==> src/fss_defines.vh <==
`ifndef FSS_DEFINES_VH
`define FSS_DEFINES_VH

// facade count and field widths
`define FSS_NUM_FACADES   8
`define FSS_ANGLE_W       9
`define FSS_OPEN_W        8
`define FSS_BRIGHT_W      16
`define FSS_LAT_W         8
`define FSS_LON_W         9
`define FSS_HEIGHT_W      16
`define FSS_POS_W         8

// angle limits in degrees
`define FSS_DEG_FULL      10'h168
`define FSS_DEG_HALF      10'h0b4
`define FSS_OPEN_MIN      8'h01
`define FSS_OPEN_MAX      8'hb4
`define FSS_LAT_MAX       8'sh5a
`define FSS_LAT_MIN       -8'sh5a
`define FSS_LON_MAX       9'sh0b4
`define FSS_LON_MIN       -9'sh0b4

// shading positions for the byte-format object
`define FSS_POS_SHADE     8'h64
`define FSS_POS_OPEN      8'h00

// reset values
`define FSS_RST_THRESH    16'h0000
`define FSS_RST_OPEN      8'hb4

`endif

==> src/fss_facade_window.v <==
`timescale 1ns/1ps
`default_nettype none
`include "fss_defines.vh"

module fss_facade_window (
   input  wire [`FSS_ANGLE_W-1:0] azimuth,
   input  wire [`FSS_ANGLE_W-1:0] orientation,
   input  wire [`FSS_OPEN_W-1:0]  opening,
   output wire                    inWindow
);

   wire [9:0] rawDiff;
   wire [9:0] modDiff;
   wire [9:0] angDist;
   wire [10:0] twiceDist;

   // angle from orientation to sun, folded into 0..359 without a divider
   assign rawDiff = {1'b0, azimuth} + `FSS_DEG_FULL - {1'b0, orientation};
   assign modDiff = (rawDiff >= `FSS_DEG_FULL) ? (rawDiff - `FSS_DEG_FULL) : rawDiff;
   // shortest way round, so 350 and 10 are 20 apart
   assign angDist = (modDiff > `FSS_DEG_HALF) ? (`FSS_DEG_FULL - modDiff) : modDiff;

   // half the opening on each side: compare twice the distance, no rounding loss
   assign twiceDist = {angDist, 1'b0};
   assign inWindow = (twiceDist <= {3'h0, opening});

endmodule
`default_nettype wire

==> src/fss_selector.v <==
// Notes on behaviour
// - Up to eight facades are judged independently, each with its own orientation and opening.
// - Shading may start only while one of the four brightness readings is above the threshold.
// - A select input picks the preset threshold or the last one received from the bus.
// - The sun position comes from the location plus time and date; this block supplies location.
// - With satellite positioning on and delivering, its location replaces the configured one.
// - With satellite positioning off, manual position entry is forced on and used alone.
// - The received-location objects exist only while satellite positioning is on and show it.
// - Latitude is signed -90..+90 and longitude signed -180..+180; wider values saturate.
// - Azimuth is counted from north to the sun centre, elevation up from the horizon.
// - A facade is shaded only while the azimuth lies inside its opening region.
// - The opening is the configured value until an external one arrives, which then wins.
// - An opening of 180 shades whenever sun reaches the facade, 1 only when nearly square on.
// - Each facade output is a one-bit object or a one-byte position, chosen per facade.
`timescale 1ns/1ps
`default_nettype none
`include "fss_defines.vh"

module fss_selector #(
   parameter NUM_FACADES = `FSS_NUM_FACADES
) (
   input  wire                                  sys_clk,
   input  wire                                  rstn,
   input  wire                                  clkEn,
   input  wire                                  evalTick,
   input  wire [`FSS_ANGLE_W-1:0]               sunAzimuth,
   input  wire signed [`FSS_ANGLE_W-1:0]        sunElevation,
   input  wire [4*`FSS_BRIGHT_W-1:0]            brightness,
   input  wire                                  threshFromBus,
   input  wire [`FSS_BRIGHT_W-1:0]              threshPreset,
   input  wire [`FSS_BRIGHT_W-1:0]              threshBusValue,
   input  wire                                  threshBusWrite,
   input  wire                                  gnssEnable,
   input  wire                                  gnssValid,
   input  wire signed [`FSS_LAT_W-1:0]          gnssLatitude,
   input  wire signed [`FSS_LON_W-1:0]          gnssLongitude,
   input  wire signed [`FSS_HEIGHT_W-1:0]       gnssHeight,
   input  wire signed [`FSS_LAT_W-1:0]          cfgLatitude,
   input  wire signed [`FSS_LON_W-1:0]          cfgLongitude,
   input  wire signed [`FSS_HEIGHT_W-1:0]       cfgHeight,
   input  wire [NUM_FACADES*`FSS_ANGLE_W-1:0]   facadeOrient,
   input  wire [NUM_FACADES*`FSS_OPEN_W-1:0]    facadeOpenCfg,
   input  wire [`FSS_OPEN_W-1:0]                openBusValue,
   input  wire [NUM_FACADES-1:0]                openBusWrite,
   input  wire [NUM_FACADES-1:0]                fmtByte,
   output wire                                  manualPosForced,
   output reg  signed [`FSS_LAT_W-1:0]          calcLatitude_q,
   output reg  signed [`FSS_LON_W-1:0]          calcLongitude_q,
   output reg  signed [`FSS_HEIGHT_W-1:0]       calcHeight_q,
   output wire                                  gnssObjActive,
   output reg  signed [`FSS_LAT_W-1:0]          gnssObjLatitude_q,
   output reg  signed [`FSS_LON_W-1:0]          gnssObjLongitude_q,
   output reg  signed [`FSS_HEIGHT_W-1:0]       gnssObjHeight_q,
   output reg                                   brightOk_q,
   output reg  [NUM_FACADES-1:0]                shadeBit_q,
   output reg  [NUM_FACADES*`FSS_POS_W-1:0]     shadeByte_q,
   output reg  [NUM_FACADES-1:0]                shadeSend_q
);

   ////////////////////////////////////////////////////////////////////////////
   // saturation helpers for the coordinate ranges
   function signed [`FSS_LAT_W-1:0] clampLat;
      input signed [`FSS_LAT_W-1:0] v;
      begin
         if (v > `FSS_LAT_MAX)
            clampLat = `FSS_LAT_MAX;
         else if (v < `FSS_LAT_MIN)
            clampLat = `FSS_LAT_MIN;
         else
            clampLat = v;
      end
   endfunction

   function signed [`FSS_LON_W-1:0] clampLon;
      input signed [`FSS_LON_W-1:0] v;
      begin
         if (v > `FSS_LON_MAX)
            clampLon = `FSS_LON_MAX;
         else if (v < `FSS_LON_MIN)
            clampLon = `FSS_LON_MIN;
         else
            clampLon = v;
      end
   endfunction

   ////////////////////////////////////////////////////////////////////////////
   // reset release through two flops; clkEn does not gate it so reset always ends
   reg rstSync1_q;
   reg rstSync2_q;
   wire rstLocal_n;

   always @(posedge sys_clk or negedge rstn) begin
      if (!rstn) begin
         rstSync1_q <= 1'b0;
         rstSync2_q <= 1'b0;
      end else begin
         rstSync1_q <= 1'b1;
         rstSync2_q <= rstSync1_q;
      end
   end
   assign rstLocal_n = rstSync2_q;

   ////////////////////////////////////////////////////////////////////////////
   // brightness threshold source and sensor comparison
   reg  [`FSS_BRIGHT_W-1:0] threshBus_q;
   wire [`FSS_BRIGHT_W-1:0] threshSel;
   wire [3:0]               sensorAbove;

   // bus threshold is held until the next bus write
   always @(posedge sys_clk or negedge rstLocal_n) begin
      if (!rstLocal_n)
         threshBus_q <= `FSS_RST_THRESH;
      else if (clkEn && threshBusWrite)
         threshBus_q <= threshBusValue;
   end

   assign threshSel = threshFromBus ? threshBus_q : threshPreset;

   genvar s;
   generate
      for (s = 0; s < 4; s = s + 1) begin : gSensor
         // strictly above: a reading equal to the threshold does not start shading
         assign sensorAbove[s] =
            (brightness[s*`FSS_BRIGHT_W +: `FSS_BRIGHT_W] > threshSel);
      end
   endgenerate

   ////////////////////////////////////////////////////////////////////////////
   // location source for the sun calculation
   wire useGnss;

   assign manualPosForced = ~gnssEnable;
   assign useGnss         = gnssEnable & gnssValid;
   assign gnssObjActive   = gnssEnable;

   // the calculator sees a steady location; configured values fill any gnss gap
   always @(posedge sys_clk or negedge rstLocal_n) begin
      if (!rstLocal_n) begin
         calcLatitude_q  <= {`FSS_LAT_W{1'b0}};
         calcLongitude_q <= {`FSS_LON_W{1'b0}};
         calcHeight_q    <= {`FSS_HEIGHT_W{1'b0}};
      end else if (clkEn) begin
         if (useGnss) begin
            calcLatitude_q  <= clampLat(gnssLatitude);
            calcLongitude_q <= clampLon(gnssLongitude);
            calcHeight_q    <= gnssHeight;
         end else begin
            calcLatitude_q  <= clampLat(cfgLatitude);
            calcLongitude_q <= clampLon(cfgLongitude);
            calcHeight_q    <= cfgHeight;
         end
      end
   end

   // received-location objects: last fix while enabled, zero when disabled
   always @(posedge sys_clk or negedge rstLocal_n) begin
      if (!rstLocal_n) begin
         gnssObjLatitude_q  <= {`FSS_LAT_W{1'b0}};
         gnssObjLongitude_q <= {`FSS_LON_W{1'b0}};
         gnssObjHeight_q    <= {`FSS_HEIGHT_W{1'b0}};
      end else if (clkEn) begin
         if (!gnssEnable) begin
            gnssObjLatitude_q  <= {`FSS_LAT_W{1'b0}};
            gnssObjLongitude_q <= {`FSS_LON_W{1'b0}};
            gnssObjHeight_q    <= {`FSS_HEIGHT_W{1'b0}};
         end else if (gnssValid) begin
            gnssObjLatitude_q  <= clampLat(gnssLatitude);
            gnssObjLongitude_q <= clampLon(gnssLongitude);
            gnssObjHeight_q    <= gnssHeight;
         end
      end
   end

   ////////////////////////////////////////////////////////////////////////////
   // overall shading permission, sampled on the evaluation tick
   wire sunUp;

   // elevation counted up from the horizon: zero or below means no direct sun
   assign sunUp = (sunElevation > $signed({`FSS_ANGLE_W{1'b0}}));

   always @(posedge sys_clk or negedge rstLocal_n) begin
      if (!rstLocal_n)
         brightOk_q <= 1'b0;
      else if (clkEn && evalTick)
         brightOk_q <= (|sensorAbove) & sunUp;
   end

   ////////////////////////////////////////////////////////////////////////////
   // per-facade opening, window test and output objects
   genvar f;
   generate
      for (f = 0; f < NUM_FACADES; f = f + 1) begin : gFacade
         reg                     extValid_q;
         reg  [`FSS_OPEN_W-1:0]  extOpen_q;
         reg                     shade_q;
         wire [`FSS_OPEN_W-1:0]  openRaw;
         wire [`FSS_OPEN_W-1:0]  openUse;
         wire                    inWindow;
         wire                    shadeNow;

         // an external opening sticks until reset; later writes replace it
         always @(posedge sys_clk or negedge rstLocal_n) begin
            if (!rstLocal_n) begin
               extValid_q <= 1'b0;
               extOpen_q  <= `FSS_RST_OPEN;
            end else if (clkEn && openBusWrite[f]) begin
               extValid_q <= 1'b1;
               extOpen_q  <= openBusValue;
            end
         end

         assign openRaw = extValid_q ? extOpen_q
                                     : facadeOpenCfg[f*`FSS_OPEN_W +: `FSS_OPEN_W];
         // keep the opening in 1..180 so 0 cannot disable and >180 cannot overlap
         assign openUse = (openRaw < `FSS_OPEN_MIN) ? `FSS_OPEN_MIN :
                          (openRaw > `FSS_OPEN_MAX) ? `FSS_OPEN_MAX : openRaw;

         fss_facade_window uWindow (
            .azimuth     (sunAzimuth),
            .orientation (facadeOrient[f*`FSS_ANGLE_W +: `FSS_ANGLE_W]),
            .opening     (openUse),
            .inWindow    (inWindow)
         );

         assign shadeNow = (|sensorAbove) & sunUp & inWindow;

         // decision and object formats updated together on the tick
         always @(posedge sys_clk or negedge rstLocal_n) begin
            if (!rstLocal_n) begin
               shade_q                                 <= 1'b0;
               shadeBit_q[f]                           <= 1'b0;
               shadeByte_q[f*`FSS_POS_W +: `FSS_POS_W] <= `FSS_POS_OPEN;
               shadeSend_q[f]                          <= 1'b0;
            end else if (clkEn) begin
               shadeSend_q[f] <= 1'b0;
               if (evalTick) begin
                  shade_q        <= shadeNow;
                  // a telegram only on a change, to spare the actuators
                  shadeSend_q[f] <= (shadeNow != shade_q);
                  shadeBit_q[f]  <= shadeNow & ~fmtByte[f];
                  shadeByte_q[f*`FSS_POS_W +: `FSS_POS_W] <=
                     (shadeNow & fmtByte[f]) ? `FSS_POS_SHADE : `FSS_POS_OPEN;
               end
            end
         end
      end
   endgenerate

endmodule
`default_nettype wire

==> config.mk <==
export PLATFORM = sky130hd
export DESIGN_NAME = fss_selector
export DESIGN_NICKNAME = d
export VERILOG_FILES = /design/src/fss_facade_window.v /design/src/fss_selector.v
export VERILOG_INCLUDE_DIRS = /design/src
export SDC_FILE = /design/constraint.sdc
export NUM_CORES = 1
export LEC_CHECK = 0
export BUFFER_PORTS_ARGS = -buffer_cell sky130_fd_sc_hd__buf_2
export CORE_MARGIN = 2
export CORE_UTILIZATION = 51
export DETAILED_ROUTE_END_ITERATION = 16
export MAX_ROUTING_LAYER = met4
export PLACE_DENSITY = 0.79
export SETUP_SLACK_MARGIN = 0.15
export SLEW_MARGIN = 25
export SYNTH_ARGS = -nofsm -noshare
export SYNTH_HDL_FRONTEND = slang
export SYNTH_SLANG_ARGS = --single-unit
==> constraint.sdc <==
create_clock -name sys_clk -period 5.2 [get_ports sys_clk]
set_input_delay 0.26 -clock sys_clk [delete_from_list [all_inputs] [get_ports sys_clk]]
set_output_delay 0.26 -clock sys_clk [all_outputs]
set_load 0.05 [all_outputs]
==> impl_metrics.ini, run 1 <==
[sta]
rsz0062_at_grt = true
fin_crit_sh_pct = 103
setup_violations = 4
hold_violations = 0
final_max_slew_viol_count = 0
timing.slew.headroom_pct = 27.2
min_period_ps = 5350
worst_slew_pin_slew_ps = 1090
hold_ws_ps = 47.8
fin_setup_tns_ps = -387
finalWorstSetupSlack_ps = -147
skew_ps = 22.5
fmax_mhz = 187

[floorplanning]
io_pins = 497
start_util_pct = 51.7
die-width_um = 213
die_h_um = 213
die-area_um2 = 45500
rows = 76
coreArea_um2 = 43200

[placement]
placed_cell_area_um2 = 29400
place_hpwl_um = 69000
numPortBuffers = 456
finalWeightedCongestion = 1.05

[layout]
syn_to_final_growth_pct = 46.4
drive_gt1_share_pct = 42.2
final_area_um2 = 32700
finish.utilization_pct = 75.7
num-nets-final = 4373

[synthesis]
synthFlopType = dfrtp_1
ys_seq_area_share_pct = 21.4
synth.most_common_cell = nand2_1
synth_area_leaders = dfrtp_1, ha_1, mux2_2
async_reset_ff_share_pct = 100
ys_warn_count = 0
netlist_area_um2 = 22300
synth.ff_latch_count = 189
yosysUniqueCellTypes = 105
synth_top_area_share_pct = 17.6
synth_area_per_cell_um2 = 8.13
yosysTopAreaCell = dfrtp_1
synthCells = 2747
netlist_top_cells_count = nand2_1, ha_1, nor2_1
synth-edff-count = 0

[grt]
grt_pass1_vias = 26000
grt_pass1_wl_um = 135000
overflow = 0
grt_max_degree = 136
grt_usage_pct = 39.0
antenna_found_initial = 10

[pwr]
seqPwrFrac_pct = 15.0
swShare_pct = 47.1
intPower_mw = 6.90
powerDensity_nw_per_um2 = 399
p_comb_share_pct = 74.5
vdd.ir_drop.worst_mv = 0.265
p_clk_share_pct = 10.5
leakage_nw = 15.9
p_switching_mw = 6.15

[min_path]
hp-class = primary input to register

[clocking]
clk_pin_slew_ps = 70
worstSkewPairLatency_ps = 520
root_buffer = clkbuf_16
ctsHtreeMaxLevel = 4
numCtsBuffers = 17
cts_tree = done
clkSinkCount = 189
clockBufferDepth = 2

[setup_path]
critPathLaunchType = primary input
slowest_stage = fa_2
arrival_ps = 5790
required_ps = 5640
cp_common_cell = buf_6
cp_max_fo = 3
cpPeakStageDelay_ps = 420
end_kind = register
critPathKind = primary input to register

[routing]
wl_per_cell_um = 20.6
wl_um = 91000
drtPass1Iterations = 6
drt_iter0_drc = 2354
vias_per_cell = 6.07
drc = 0
final_antenna_net_count = 0
vias = 26800

[job]
drv_cap = 0

[status]
violations = negative setup slack
outcome = finished with violations
logic make-up after synthesis:
| kind of cell | synth area share [%] |
|---|---|
| XOR/XNOR | 4.57 |
| AND/OR/NAND/NOR | 19.7 |
| adder cells (fa/ha/maj) | 12.6 |
| flip-flops | 21.4 |
| buffers and inverters | 6.31 |
| AO/OA/AOI/OAI | 26.4 |
| multiplexers | 8.99 |
| other | 0.0336 |
cell usage in the layout (no fill, tap or decap), types with 39 or more instances in the layout:
cell type      count
ha_1             182
nor2b_1           42
nor2_1           176
nor3_1            64
xnor2_1           69
o21ai_0          116
nand3_1           74
o21a_1            42
inv_1            161
mux2i_1           80
dfrtp_1          156
a211oi_1          51
buf_2            452
o211ai_1          46
buf_4            608
dlygate4sd3_1     39
a21oi_1          133
a21o_1            67
mux2_2            99
conb_1            41
nand2b_1          43
nand2_1          210
power by group through the flow:
stage / Clock [mW] / Sequential (mW) / Combinational, mW
after floorplan: 0 / 2.30 / 4.87
after global placement: 0 / 1.95 / 7.92
after detailed placement: 0 / 1.96 / 8.16
after CTS: 1.39 / 1.94 / 8.68
after global routing: 1.45 / 1.98 / 10.4
final: 1.37 / 1.96 / 9.72
final timing paths:
kind	startpoint	endpoint	slack, ps	depth (start not counted)
hold / removal	cfgLatitude[0]	calcLatitude_q[0]$_DFFE_PN0P_	50	3
hold reg to reg	rstSync1_q$_DFF_PN0_	rstLocal_n$_DFF_PN0_	350	0
setup / recovery	sunAzimuth[0]	shadeBit_q[0]$_DFFE_PN0P_	-150	33
min in group asynchronous	rstn	rstLocal_n$_DFF_PN0_	100	2
max in group asynchronous	rstLocal_n$_DFF_PN0_	gFacade[6].extValid_q$_DFFE_PN0P_	3590	1
setup reg to reg	gFacade[0].extValid_q$_DFFE_PN0P_	shadeBit_q[0]$_DFFE_PN0P_	910	17
routing by layer:
metal / up-vias / GRT usage (%) / routed length [um]
met4: 0 / 19.1 / 4970
met1: 12800 / 45.8 / 35600
met2: 1298 / 62.7 / 42900
li1: 12300 / - / -
met3: 306 / 9.16 / 7510
met5: - / - / 0
repair_timing:
action | in CTS | in global routing
endpoints found under the hold margin | 42 | 0
hold buffers | 39 | 0
pin swaps | 60 | 157
setup buffers | 56 | 52
gates resized for setup | 91 | 225
setup endpoints to repair | 26 | 32
stage by stage:
| step | setup WS (ps) | total power, mW | cells |
|---|---|---|---|
| 2_1_floorplan | -209 | 7.17 | 2786 |
| 3_3_place_gp | -575 | 9.87 | 4223 |
| 3_5_place_dp | -700 | 10.1 | 4223 |
| 4_1_cts | 102 | 12.0 | 4350 |
| 5_1_grt | -409 | 13.8 | 4409 |
| 6_report | -147 | 13.0 | 4412 |
layout make-up:
class                      instances  area (um^2)
tap                              585          732
clock inverter                    14          150
sequential                       189         4770
multi-input combinational       2285        18200
antenna                           10         25.0
timing repair buffer            1138         7750
inverter                         173          659
clock buffer                      18          429
fill                            3125        10500
state kept, by name, summed over array words and instances, names as in the netlist:
name,count
shadeByte_q,8
rstLocal_n,1
gnssObjHeight_q,16
gnssObjLongitude_q,9
calcLongitude_q,9
calcLatitude_q,8
gFacade.extValid_q,8
gFacade.shade_q,8
brightOk_q,1
rstSync1_q,1
gnssObjLatitude_q,8
threshBus_q,16
shadeSend_q,8
shadeBit_q,8
calcHeight_q,16
gFacade.extOpen_q,64
worst max-delay path: cells and delay by family:
family,cells,cell delay [ps]
compound gates,13,2400
buf+inv,10,1040
fa+ha+maj,4,990
simple gates,5,710
mux,1,350
(Power assumes the default switching activity.)
==> inputs of run 2 (changes only) <==
--- a/config.mk
+++ b/config.mk
@@ -8,10 +8,11 @@
 export LEC_CHECK = 0
 export BUFFER_PORTS_ARGS = -buffer_cell sky130_fd_sc_hd__buf_2
 export CORE_MARGIN = 2
-export CORE_UTILIZATION = 51
+export CORE_UTILIZATION = 52
+export CTS_BUF_LIST = sky130_fd_sc_hd__clkbuf_2 sky130_fd_sc_hd__clkbuf_4 sky130_fd_sc_hd__clkbuf_8
 export DETAILED_ROUTE_END_ITERATION = 16
 export MAX_ROUTING_LAYER = met4
-export PLACE_DENSITY = 0.79
+export PLACE_DENSITY = 0.8
 export SETUP_SLACK_MARGIN = 0.15
 export SLEW_MARGIN = 25
 export SYNTH_ARGS = -nofsm -noshare
==> impl_metrics.ini, run 2 (same netlist as run 1, synthesis figures left out) <==
[grt]
grt_usage_pct = 37.9
grt_pass1_wl_um = 131000
antenna_found_initial = 14
overflow = 0
grt_max_degree = 106
grt_pass1_vias = 26000

[clocking]
clkSinkCount = 189
worstSkewPairLatency_ps = 570
root_buffer = clkbuf_8
cts_tree = done
ctsHtreeMaxLevel = 4
clk_pin_slew_ps = 110
numCtsBuffers = 17
clockBufferDepth = 2

[layout]
largest_register_ffs = 64
top_register = gFacade.extOpen_q
syn_to_final_growth_pct = 42.5
mostFrequentLayoutCell = buf_4
finish.utilization_pct = 75.5
drive_gt1_share_pct = 39.5
stdcell_count = 4317
final_cell_mix = buf_4, buf_2, nand2_1
num-nets-final = 4318

[setup_path]
r2r_slack_ps = 1030
end_kind = register
critPathLaunchType = primary input
reg2reg_depth = 16
slowest_stage = a311o_1
cp_top_family = compound AO/OA/AOI/OAI gates
crit_buf_inv = 7
crit_cells = 30
cp_max_fo = 4
critPathKind = primary input to register
arrival_ps = 5760
reg2reg_from = gFacade[4].extValid_q$_DFFE_PN0P_
cp_common_cell = buf_6
required_ps = 5670
crit_start = sunAzimuth[0]
cpPeakStageDelay_ps = 420

[placement]
numPlacedInstances = 4150
finalWeightedCongestion = 1.03
numPortBuffers = 456
place_hpwl_um = 66100
place_ws_ps = -705

[floorplanning]
die-area_um2 = 44600
die_h_um = 211
start_util_pct = 53.0
coreArea_um2 = 42100
rows = 75
die-width_um = 211
io_pins = 497

[routing]
wl_per_cell_um = 20.4
vias_per_cell = 6.19
final_antenna_net_count = 0
met2_length_um = 42300
drc = 0
wl_met3_um = 6850
drt_iter0_drc = 2681
routed.top_layer = met4
met1Wirelength_um = 33600
wl_um = 87900
vias = 26700
drtPass1Iterations = 7

[pwr]
leakage_nw = 15.5
vdd.ir_drop.worst_mv = 0.334
powerDensity_nw_per_um2 = 384

[sta]
rsz0062_at_grt = true
min_period_ps = 5300
fmax_mhz = 189
timing.slew.headroom_pct = 29.2
hold_ws_ps = 41.6
worst_slew_pin_slew_ps = 1060
final_max_slew_viol_count = 0
fin_setup_tns_ps = -131
fin_crit_sh_pct = 102
setup_violations = 3
hold_violations = 0
skew_ps = 16.6
finalWorstSetupSlack_ps = -97.8

[status]
violations = negative setup slack
outcome = finished with violations

[min_path]
worstHoldPathCells = 3
hp-class = primary input to register
min_from = cfgHeight[6]

[job]
drv_cap = 0
[run 2: cell count changes in the layout (fill, tap and decap cells not counted), sizes merged, moves of 2 or more]
cell | previous run | this run
buf | 1099 | 1016
diode | 10 | 16
bufinv | 0 | 2
dlygate4sd3 | 39 | 66
clkinvlp | 6 | 4
inv | 177 | 179
[run 2: final timing paths]
path	end
setup / recovery	shadeSend_q[4]$_DFFE_PN0P_
hold / removal	calcHeight_q[6]$_DFFE_PN0P_
setup reg to reg	shadeSend_q[4]$_DFFE_PN0P_
hold reg to reg	calcHeight_q[15]$_DFFE_PN0P_
max in group asynchronous	gFacade[5].extOpen_q[1]$_DFFE_PN0P_
min in group asynchronous	calcHeight_q[15]$_DFFE_PN0P_
[run 2: stage by stage]
stage	cell area (um^2)	total power, mW
after CTS	30400	11.3
after floorplan	23100	7.17
final	31800	12.2
after detailed placement	29100	9.96
after global placement	29100	9.62
after global routing	31800	13.0
[run 2: worst min-delay path, delay by kind of cell]
kind	cells	cell delay (ps)
muxes	1	120
buffers and inverters	1	100
AOI/OAI and AO/OA	1	90
[run 2: layout make-up]
class / count / area (um^2)
tap: 539 / 674
fill: 2933 / 10300
inverter: 173 / 653
sequential: 189 / 4770
clock inverter: 15 / 195
timing repair buffer: 1082 / 7380
clock buffer: 17 / 234
multi-input combinational: 2286 / 17900
antenna: 16 / 40.0
[run 2: where the power goes]
group	internal, mW	leakage, nW	switching, mW	total [mW]
sequential	1.73	2.27	0.206	1.93
combinational	4.17	13.0	4.97	9.15
clock	0.452	0.207	0.676	1.13
total	6.35	15.5	5.86	12.2
[run 2: timing repair]
| action | CTS | global route |
|---|---|---|
| setup buffers | 6 | 45 |
| gates cloned | 0 | 1 |
| hold endpoints to repair | 66 | 1 |
| resized for setup | 38 | 216 |
| pin swaps | 10 | 112 |
| hold buffers | 65 | 1 |
| setup endpoints to repair | 19 | 32 |
[run 2: metal layers]
metal	track usage (%)	vias up
li1	-	12200
met1	42.5	12800
met2	62.9	1334
met3	8.62	376
met4	20.6	0
met5	-	-
